==> src/design/ccp_defines.vh <==
// constants for the capture/compare/pwm control block
// Notes on behaviour
// - 8-bit control: mode bits 3-0, duty low bits 5-4, steering bits 7-6, reset zero.
// - mode 0000 turns the peripheral off and clears the compare latch, prescaler and pwm state; capture value and flag are kept.
// - mode 0010 toggles compare output and sets flag on each match.
// - modes 0100-0111 capture on falling, rising, every 4th, every 16th rising edge.
// - mode 1000 sets output on match, 1001 clears it; flag set in both.
// - mode 1010 sets flag on match and leaves the output pin alone.
// - mode 1011 sets flag on match and emits a timer-resetting special event.
// - modes 11xx are pwm; bit 1 inverts outputs a and c, bit 0 b and d.
// - outside pwm, output a is the capture/compare pin; b, c, d stay port pins.
// - steering: 00 single, 01 full forward, 10 half bridge, 11 full reverse.
// - pwm duty is capture low byte over the two duty low bits; unused otherwise.
// - capture and compare use time base one; pwm uses time base two.
// - each qualifying capture copies the full 16-bit time base one count.
// - capture sets the event flag; only software clears it.
// - a new capture overwrites an unread held value.
// - edges are detected even when the capture pin is driven as output.
// - prescaler counter clears when off, outside capture, and on reset.
// - writing zero forces the compare output latch low.
// - special event also starts a conversion when the converter is enabled.
`ifndef CCP_DEFINES_VH
`define CCP_DEFINES_VH
`define ADDR_MODE_CTRL 12'h000
`define ADDR_CAPT_LOW 12'h004
`define ADDR_CAPT_HIGH 12'h008
`define ADDR_STATUS 12'h00c
`define ADDR_PWM_PERIOD 12'h010
`define MODE_OFF 4'h0
`define MODE_CMP_TOGGLE 4'h2
`define MODE_CAP_FALL 4'h4
`define MODE_CAP_RISE 4'h5
`define MODE_CAP_RISE4 4'h6
`define MODE_CAP_RISE16 4'h7
`define MODE_CMP_SET 4'h8
`define MODE_CMP_CLEAR 4'h9
`define MODE_CMP_SOFT 4'ha
`define MODE_CMP_SPECIAL 4'hb
`define MODE_LSB 0
`define MODE_MSB 3
`define DUTY_LSB 4
`define DUTY_MSB 5
`define STEER_LSB 6
`define STEER_MSB 7
`define CTRL_RESET 8'h00
`define PERIOD_RESET 8'hff
`define STEER_SINGLE 2'h0
`define STEER_FULL_FWD 2'h1
`define STEER_HALF 2'h2
`define STEER_FULL_REV 2'h3
`define PRESCALE_4 4'h3
`define PRESCALE_16 4'hf
`endif

==> src/design/pin_sync.v <==
// two-flop synchroniser for the capture pin
`timescale 1ns/10ps
module pin_sync (
  input wire ref_clk,
  input wire rst_b,
  input wire pinIn,
  output reg pinSync
);
  reg meta_r;
  always @(posedge ref_clk or negedge rst_b) begin
    if (!rst_b) begin
      meta_r <= 1'b0;
      pinSync <= 1'b0;
    end else begin
      meta_r <= pinIn;
      pinSync <= meta_r;
    end
  end
endmodule // pin_sync

==> src/design/capture_edge.v <==
// edge detect and prescaler for capture events
`timescale 1ns/10ps
`include "ccp_defines.vh"
module capture_edge (
  input wire ref_clk,
  input wire rst_b,
  input wire pinSync,
  input wire [3:0] mode,
  output reg captureEvt
);
  reg prev_r;
  reg [3:0] presc_r;
  wire isCap = (mode[3:2] == 2'b01);
  wire rise = pinSync & ~prev_r;
  wire fall = ~pinSync & prev_r;
  always @(posedge ref_clk or negedge rst_b) begin
    if (!rst_b) begin
      prev_r <= 1'b0;
      presc_r <= 4'h0;
      captureEvt <= 1'b0;
    end else begin
      prev_r <= pinSync;
      captureEvt <= 1'b0;
      if (!isCap) begin
        presc_r <= 4'h0;
      end else begin
        case (mode)
          `MODE_CAP_FALL: captureEvt <= fall;
          `MODE_CAP_RISE: captureEvt <= rise;
          `MODE_CAP_RISE4: begin
            if (rise) begin
              presc_r <= (presc_r[1:0] == 2'h3) ? 4'h0 : presc_r + 4'h1;
              captureEvt <= (presc_r[1:0] == 2'h3);
            end
          end
          `MODE_CAP_RISE16: begin
            if (rise) begin
              presc_r <= presc_r + 4'h1;
              captureEvt <= (presc_r == `PRESCALE_16);
            end
          end
          default: captureEvt <= 1'b0;
        endcase
      end
    end
  end
endmodule // capture_edge

==> src/design/capture_compare_pwm_control.v <==
// capture/compare/pwm mode control with apb register access
`timescale 1ns/10ps
`include "ccp_defines.vh"
module capture_compare_pwm_control (
  input wire ref_clk,
  input wire rst_b,
  input wire psel,
  input wire penable,
  input wire pwrite,
  input wire [11:0] paddr,
  input wire [31:0] pwdata,
  output reg [31:0] prdata,
  output reg pready,
  output reg pslverr,
  input wire [15:0] timeBaseOne,
  input wire [7:0] timeBaseTwo,
  input wire converterEnabled,
  input wire capturePin,
  output reg outputA,
  output reg outputB,
  output reg outputC,
  output reg outputD,
  output reg outputAEn,
  output reg outputBEn,
  output reg outputCEn,
  output reg outputDEn,
  output reg ccpEventFlag,
  output reg specialEvent,
  output reg conversionStart
);
  reg [7:0] ctrl_r;
  reg [15:0] capt_r;
  reg [7:0] period_r;
  reg cmpLatch_r;
  reg [9:0] pwmCnt_r;
  reg pwmLevel_r;
  reg matchPrev_r;
  wire pinSync;
  wire captureEvt;
  wire [3:0] mode = ctrl_r[`MODE_MSB:`MODE_LSB];
  wire [1:0] duty = ctrl_r[`DUTY_MSB:`DUTY_LSB];
  wire [1:0] steer = ctrl_r[`STEER_MSB:`STEER_LSB];
  wire isPwm = (mode[3:2] == 2'b11);
  wire isCmp = (mode == `MODE_CMP_TOGGLE) || (mode[3:2] == 2'b10);
  // compare against time base one; act once per match, not every cycle it lasts
  wire matchNow = isCmp && (timeBaseOne == capt_r);
  wire matchEvt = matchNow && !matchPrev_r;
  wire apbAccess = psel && penable;
  wire apbWrite = apbAccess && pwrite;
  wire flagClr = apbWrite && (paddr == `ADDR_STATUS) && pwdata[0];
  wire [9:0] dutyVal = {capt_r[7:0], duty};
  wire [9:0] pwmTop = {period_r, 2'b11};
  wire modOut = pwmLevel_r;
  pin_sync u_sync (
    .ref_clk(ref_clk),
    .rst_b(rst_b),
    .pinIn(capturePin),
    .pinSync(pinSync)
  );
  capture_edge u_edge (
    .ref_clk(ref_clk),
    .rst_b(rst_b),
    .pinSync(pinSync),
    .mode(mode),
    .captureEvt(captureEvt)
  );
  function legalAddr;
    input [11:0] a;
    begin
      legalAddr = (a == `ADDR_MODE_CTRL) || (a == `ADDR_CAPT_LOW) ||
                  (a == `ADDR_CAPT_HIGH) || (a == `ADDR_STATUS) ||
                  (a == `ADDR_PWM_PERIOD);
    end
  endfunction
  // apb: zero-wait slave, pready high in the access phase
  always @(posedge ref_clk or negedge rst_b) begin
    if (!rst_b) begin
      prdata <= 32'h00000000;
      pready <= 1'b0;
      pslverr <= 1'b0;
    end else begin
      pready <= psel && !penable;
      pslverr <= psel && !penable && !legalAddr(paddr);
      prdata <= 32'h00000000;
      if (psel && !penable && !pwrite) begin
        case (paddr)
          `ADDR_MODE_CTRL: prdata <= {24'h000000, ctrl_r};
          `ADDR_CAPT_LOW: prdata <= {24'h000000, capt_r[7:0]};
          `ADDR_CAPT_HIGH: prdata <= {24'h000000, capt_r[15:8]};
          `ADDR_STATUS: prdata <= {31'h00000000, ccpEventFlag};
          `ADDR_PWM_PERIOD: prdata <= {24'h000000, period_r};
          default: prdata <= 32'h00000000;
        endcase
      end
    end
  end
  // registers; capture wins over a software write to the capture pair
  always @(posedge ref_clk or negedge rst_b) begin
    if (!rst_b) begin
      ctrl_r <= `CTRL_RESET;
      capt_r <= 16'h0000;
      period_r <= `PERIOD_RESET;
      ccpEventFlag <= 1'b0;
      matchPrev_r <= 1'b0;
    end else begin
      matchPrev_r <= matchNow;
      if (apbWrite && pready && paddr == `ADDR_MODE_CTRL) ctrl_r <= pwdata[7:0];
      if (apbWrite && pready && paddr == `ADDR_PWM_PERIOD) period_r <= pwdata[7:0];
      if (captureEvt) begin
        capt_r <= timeBaseOne;
      end else if (apbWrite && pready && paddr == `ADDR_CAPT_LOW) begin
        capt_r[7:0] <= pwdata[7:0];
      end else if (apbWrite && pready && paddr == `ADDR_CAPT_HIGH) begin
        capt_r[15:8] <= pwdata[7:0];
      end
      // set wins over clear
      if (captureEvt || matchEvt) ccpEventFlag <= 1'b1;
      else if (flagClr && pready) ccpEventFlag <= 1'b0;
    end
  end
  // compare latch and special event
  always @(posedge ref_clk or negedge rst_b) begin
    if (!rst_b) begin
      cmpLatch_r <= 1'b0;
      specialEvent <= 1'b0;
      conversionStart <= 1'b0;
    end else begin
      specialEvent <= matchEvt && (mode == `MODE_CMP_SPECIAL);
      conversionStart <= matchEvt && (mode == `MODE_CMP_SPECIAL) && converterEnabled;
      if (mode == `MODE_OFF) begin
        cmpLatch_r <= 1'b0;
      end else if (matchEvt) begin
        case (mode)
          `MODE_CMP_TOGGLE: cmpLatch_r <= ~cmpLatch_r;
          `MODE_CMP_SET: cmpLatch_r <= 1'b1;
          `MODE_CMP_CLEAR: cmpLatch_r <= 1'b0;
          default: cmpLatch_r <= cmpLatch_r;
        endcase
      end
    end
  end
  // pwm: 10-bit count, two fine bits plus time base two
  always @(posedge ref_clk or negedge rst_b) begin
    if (!rst_b) begin
      pwmCnt_r <= 10'h000;
      pwmLevel_r <= 1'b0;
    end else if (!isPwm) begin
      pwmCnt_r <= 10'h000;
      pwmLevel_r <= 1'b0;
    end else begin
      pwmCnt_r <= (pwmCnt_r[9:2] >= period_r && pwmCnt_r[1:0] == 2'b11) ? 10'h000 :
                  {timeBaseTwo, pwmCnt_r[1:0] + 2'b01};
      pwmLevel_r <= (pwmCnt_r < dutyVal) && (pwmCnt_r <= pwmTop);
    end
  end
  // pin steering; pwm outputs are inverted per polarity bits
  always @(posedge ref_clk or negedge rst_b) begin
    if (!rst_b) begin
      outputA <= 1'b0;
      outputB <= 1'b0;
      outputC <= 1'b0;
      outputD <= 1'b0;
      outputAEn <= 1'b0;
      outputBEn <= 1'b0;
      outputCEn <= 1'b0;
      outputDEn <= 1'b0;
    end else if (!isPwm) begin
      outputA <= cmpLatch_r;
      outputAEn <= (mode == `MODE_CMP_TOGGLE) || (mode == `MODE_CMP_SET) ||
                   (mode == `MODE_CMP_CLEAR);
      outputB <= 1'b0;
      outputC <= 1'b0;
      outputD <= 1'b0;
      outputBEn <= 1'b0;
      outputCEn <= 1'b0;
      outputDEn <= 1'b0;
    end else begin
      case (steer)
        `STEER_SINGLE: begin
          outputA <= modOut ^ mode[1];
          outputB <= 1'b0;
          outputC <= 1'b0;
          outputD <= 1'b0;
          {outputAEn, outputBEn, outputCEn, outputDEn} <= 4'h8;
        end
        `STEER_FULL_FWD: begin
          outputA <= 1'b1 ^ mode[1];
          outputB <= mode[0];
          outputC <= mode[1];
          outputD <= modOut ^ mode[0];
          {outputAEn, outputBEn, outputCEn, outputDEn} <= 4'hf;
        end
        `STEER_HALF: begin
          outputA <= modOut ^ mode[1];
          outputB <= ~modOut ^ mode[0];
          outputC <= 1'b0;
          outputD <= 1'b0;
          {outputAEn, outputBEn, outputCEn, outputDEn} <= 4'hc;
        end
        default: begin
          outputA <= mode[1];
          outputB <= modOut ^ mode[0];
          outputC <= 1'b1 ^ mode[1];
          outputD <= mode[0];
          {outputAEn, outputBEn, outputCEn, outputDEn} <= 4'hf;
        end
      endcase
    end
  end
endmodule // capture_compare_pwm_control

==> config.mk <==
export PLATFORM = sky130hd
export DESIGN_NAME = capture_compare_pwm_control
export DESIGN_NICKNAME = d
export VERILOG_FILES = /design/src/design/pin_sync.v /design/src/design/capture_edge.v /design/src/design/capture_compare_pwm_control.v
export VERILOG_INCLUDE_DIRS = /design/src /design/src/design
export SDC_FILE = /design/constraint.sdc
export NUM_CORES = 1
export LEC_CHECK = 0
export ABC_AREA = 0
export BUFFER_PORTS_ARGS = -buffer_cell sky130_fd_sc_hd__buf_2
export CORE_ASPECT_RATIO = 0.75
export CORE_UTILIZATION = 40
export DETAILED_ROUTE_END_ITERATION = 7
export PLACE_DENSITY = 0.62
export SLEW_MARGIN = 30
export SYNTH_ARGS = -nofsm -noshare
export SYNTH_HDL_FRONTEND = slang
export SYNTH_SLANG_ARGS = --single-unit
==> constraint.sdc <==
create_clock -name ref_clk -period 2 [get_ports ref_clk]
set_input_delay 0.1 -clock ref_clk [delete_from_list [all_inputs] [get_ports ref_clk]]
set_output_delay 0.1 -clock ref_clk [all_outputs]
set_load 0.03 [all_outputs]
# Yosys cells after proc, flatten, opt, wreduce, memory -nomap -nowiden
# Cells that the tools add are included.
# classes
n_eq_ne,25
bitwise_logic,10
addsub,2
n_reduce_logical,43
mux,36
magnitude_cmp,3
# ops
operator,count
case mux 8 bit (5 select lines),1
two-way mux 32 bit,1
"equality test 12 x 4 -> 1 bit, second input constant",2
two-way mux 8 bit,3
two-way mux 10 bit,2
logical AND 1 bit,19
two-way mux 1 bit,17
equality test 16 bit,1
"equality test 4 x 3 -> 1 bit, second input constant",4
"equality test 4 bit, second input constant",4
two-way mux 16 bit,1
two-way mux 4 bit,4
"equality test 12 x 3 -> 1 bit, second input constant",1
"equality test 12 x 5 -> 1 bit, second input constant",1
logical NOT 12 bit,1
"equality test 2 bit, second input constant",5
less-or-equal comparator 10 bit,1
less-than comparator 10 bit,1
"inequality test 3 bit, second input constant",3
greater-or-equal comparator 8 bit,1
logical OR 1 bit,8
case mux 4 bit (2 select lines),1
nonzero test 2 bit,4
case mux 1 bit (2 select lines),3
17 further kinds,30
# totals
ff_bits,97
inputBits,75
out_inout_bits,45

# Depth between registers and ports, before layout
# logic_depth
ltp_word,7
ltp_mapped,7
ltp_nobuf,7

# Modules after synthesis
# Synthesis repeated with hierarchy kept, for this count alone.
# unflattened
hier_cells,424
area_unflattened_um2,4192.8
# by_module_without_submodules
module,seq_area_each_um2,area_per_inst_um2,cells_per_inst,instances
capture_compare_pwm_control,1636.6,3801.1,387,1
capture_edge,150.1,341.6,35,1
pin_sync,50.0,50.0,2,1

# Least setup slack after synthesis
# Ideal clock, no wire load.
# synth_timing
path_type,register -> register
from,register period_r[5]
to,register pwmCnt_r[0]
t_arrival_ps,1743
path_stages_with_launch,8
path_slack_ps,163
path_buffers,0
cell_sequence,dfstp_2 > inv_1 > ha_1 > a21o_1 > a21o_1 > a21oi_1 > o21ai_1 > a211oi_1
# synth_between
elab_chain_cells,4
# synth_rtl
element,line,text
from (decl),capture_compare_pwm_control.v:33,reg [7:0] period_r;
from (signal assigned),capture_compare_pwm_control.v:102,period_r <= `PERIOD_RESET;
from (signal assigned),capture_compare_pwm_control.v:108,if (apbWrite && pready && paddr == `ADDR_PWM_PERIOD) period_r <= pwdata[7:0];
greater-or-equal comparator 8 bit,capture_compare_pwm_control.v:151,pwmCnt_r <= (pwmCnt_r[9:2] >= period_r && pwmCnt_r[1:0] == 2'b11) ? 10'h000 :
logical AND 1 bit,capture_compare_pwm_control.v:151,
two-way mux 10 bit,capture_compare_pwm_control.v:151,
two-way mux 10 bit,capture_compare_pwm_control.v:147,end else if (!isPwm) begin
to (signal assigned),capture_compare_pwm_control.v:151,
to (decl),capture_compare_pwm_control.v:35,reg [9:0] pwmCnt_r;
# Every way passes these cells.
# A chain may end at the register's enable or synchronous reset.

# Worst setup path in the final report
# layout_timing
from,register capt_r[3]
to,register cmpLatch_r
# layout_between
elab_chain_cells,5
# layout_rtl
element,line,text
from (decl),capture_compare_pwm_control.v:32,reg [15:0] capt_r;
from (signal assigned),capture_compare_pwm_control.v:110,capt_r <= timeBaseOne;
from (signal assigned),capture_compare_pwm_control.v:112,capt_r[7:0] <= pwdata[7:0];
equality test 16 bit,capture_compare_pwm_control.v:46,wire matchNow = isCmp && (timeBaseOne == capt_r);
logical AND 1 bit,capture_compare_pwm_control.v:46,
logical AND 1 bit,capture_compare_pwm_control.v:47,wire matchEvt = matchNow && !matchPrev_r;
nonzero test 2 bit (no line),--,
AND reduction 2 bit (no line),--,
to (signal assigned),capture_compare_pwm_control.v:134,`MODE_CMP_TOGGLE: cmpLatch_r <= ~cmpLatch_r;
to (signal assigned),capture_compare_pwm_control.v:137,default: cmpLatch_r <= cmpLatch_r;
to (decl),capture_compare_pwm_control.v:34,reg cmpLatch_r;
# Every way passes these cells.

==> run_results.csv <==
group,metric,value,unit
timing,fin_crit,1.92,ns
floorplanning,io_pins,120,
critical_path,critPathMaxStageDelay,0.43,ns
critical_path,criticalPathCategory,"register to register",
routing,drt_iter0_drc,256,
critical_path,cp-start-kind,"register",
routing,route.met2.wl,4740,um
cts,cts_buffers,9,
place,portBuffers,71,
critical_path,crit_cells,5,
synth,yosys_warnings,0,
critical_path,timing.rr.end,"cmpLatch_r",
synth,synth_area,4190,sq um
floorplanning,core,9930,sq um
routing,ant_nets,0,
timing,setup_viol_count_final,0,
cells_and_area,fillers,940,
cts,h-tree-depth,3,
grt,overflow,0,
floorplanning,die_w,120,um
critical_path,reg2reg_depth,5,
cells_and_area,num_antenna_cells,0,
cells_and_area,finalNetCount,606,
routing,met1_length,4660,um
cts,clk_latency,0.33,ns
critical_path,crit_slowest_cell,"or3_1",
critical_path,arrival,2.15,ns
routing,dr.pass1.iters,5,
routing,vias,3325,
timing,tightest_slew,0.558,ns
place,dp_hpwl,7460,um
cts,cts_max_path_buffers,2,
floorplanning,initial_core_util,42.2,%
synth,synthCells,410,
critical_path,crit_fanout,5,
critical_path,endpoint,"cmpLatch_r",
outcome,run_status,"finished, final reports clean",
synth,ys_top_cells_by_area,"dfrtp_1 (39%), ha_1 (6.3%), mux2_2 (5.9%)",
timing,finalClockSkew,0.00480,ns
grt,antenna_found_initial,0,
routing,routedWlPerCell,15.6,um
timing,slew_headroom,62.8,%
synth,synth_edf_count,0,
grt,grt_pass1_wl,16100,um
floorplanning,die-height,90.6,um
place,place_congestion,0.848,
floorplanning,num_rows,31,
critical_path,r2r_start,"capt_r[3]",
power,leakagePower,0.00240,uW
power,ir_drop,0.362,mV
synth,synth.distinct_cells,51,
cells_and_area,post-route-util,52.5,%
routing,route.met3.wl,556,um
critical_path,worstPathRequired,2.24,ns
synth,synth.most_common_cell,"dfrtp_1",
critical_path,path_cells,"xnor2_1 > nand4_1 > or3_1 > o31a_1 > nor4_1",
power,power_density,613,nW/um^2
synth,synth_top_area_share,38.8,%
critical_path,path_delay_family,"simple AND/OR/NAND/NOR gates",
synth,async_flop_share,100,%
critical_path,cp.buffers_inverters,0,
timing,max_freq,521,MHz
cells_and_area,drive_gt1_share,31.1,%
routing,post-route-drc-count,0,
synth,ys_top_cells_by_count,"dfrtp_1 (65), inv_1 (33), nand2_1 (33)",
timing,timing.final.crit_share,95.9,%
critical_path,worst-r2r-setup-slack,0.08,ns
timing,hold_viol_final,0,
cts,clkTransAtPathRegs,0.05,ns
routing,drt-total-wl,10100,um
hold_path,hold_class,"input pin to register",
run,drv_cap,0,
cts,cts_root_buffer,"clkbuf_16",
grt,grtUsageTotal,19.2,%
grt,grt_max_degree,34,
grt,grt_pass1_vias,3274,
synth,ys_ff_latch,73,
synth,synth_top_area_cell,"dfrtp_1",
critical_path,startpoint,"capt_r[3]",
timing,slew_violations,0,
cts,cts_tree,"yes",
cells_and_area,area_growth,24.4,%
critical_path,crit_path_end_kind,"register",
floorplanning,dieArea,10900,sq um
synth,syn_avg_cell_area,10.2,sq um
cts,clock-sinks,73,
routing,viasPerCell,5.14,
synth,yosysSeqAreaShare,43.8,%
routing,top_layer,"met4",
synth,synthFlopType,"dfrtp_1",
power,power.total,3200,uW
## power by group
group	switching, uW	internal [uW]
clock	587	875
combinational	165	83.4
sequential	2.90	1480
## cell families after synthesis
kind of cell    after synthesis  synth area share, %
buf+inv                      73                 8.99
other cells                   1               0.0895
flops                        73                 43.8
compound gates               75                 11.6
xor+xnor                     19                 3.97
simple gates                108                 15.0
mux                          40                 10.2
fa+ha+maj                    21                 6.27
## sequential cells by signal (all words and copies together) (netlist names), 4 cells and up
register and count:
u_edge.presc_r 4, ctrl_r 8, pwmCnt_r 10, period_r 8, capt_r 16, prdata 8
## per-layer routing
metal | vias to the layer above | GRT usage (%)
met5 | - | 0
met4 | 0 | 6.46
met3 | 12 | 4.67
met2 | 106 | 29.3
met1 | 1619 | 26.5
li1 | 1588 | -
## per-stage QoR
stage                     setup TNS (ns)  hold WS [ns]  instances  worst slack (ns)  instance area (sq um)
after floorplan                        0        -0.196        433             0.163                   4280
after global placement          -0.00539        0.0900        615          -0.00239                   4700
after detailed placement         -0.0837        0.0930        615           -0.0188                   4700
after CTS                              0       0.00355        645            0.0350                   5110
after global routing           -0.000830       0.00708        647         -0.000830                   5210
final                                  0        0.0106        647            0.0811                   5210
## cells in the final DEF (no fill, tap or decap), types with 16 or more instances in the layout
master and instances:
mux2i_1 18, a21oi_1 16, o21ai_0 18, xnor2_1 17
inv_1 33, dfrtp_1 64, nor2_1 23, mux2_2 22
conb_1 24, ha_1 20, buf_4 19, buf_2 71
nand2_1 33
## worst register-to-register path, cell delays in order, from the launching register on
cell and delay (ns):
dfrtp_1 0.41, xnor2_1 0.23, nand4_1 0.19, or3_1 0.44
o31a_1 0.31, nor4_1 0.26
## what timing repair did
action,CTS,global route
pin swaps,0,3
setup endpoints to repair,9,11
gates resized for setup,1,14
cloned,0,1
hold buffers,14,0
setup buffers,0,1
endpoints found under the hold margin,29,0
## area by class of cell
type	instances	area (sq um)	share of cell area, %
Multi-Input combinational cell	288	2160	41.4
Inverter	33	124	2.38
Timing Repair Buffer	105	658	12.6
Sequential cell	73	1840	35.3
Clock buffer	14	254	4.87
Tap cell	132	165	3.17
Clock inverter	2	13.8	0.264
## worst min-delay path by stage
stage	startpoint	end	slack [ns]	cells after the start
2_1_floorplan	rst_b	capt_r[0]	-0.20	0
3_3_place_gp	rst_b	capt_r[8]	0.09	1
3_5_place_dp	rst_b	capt_r[8]	0.09	1
4_1_cts	timeBaseOne[13]	capt_r[13]	0.004	3
5_1_grt	timeBaseOne[3]	capt_r[3]	0.007	3
6_report	timeBaseOne[3]	capt_r[3]	0.01	3
Power figures use the tool's default switching activity.
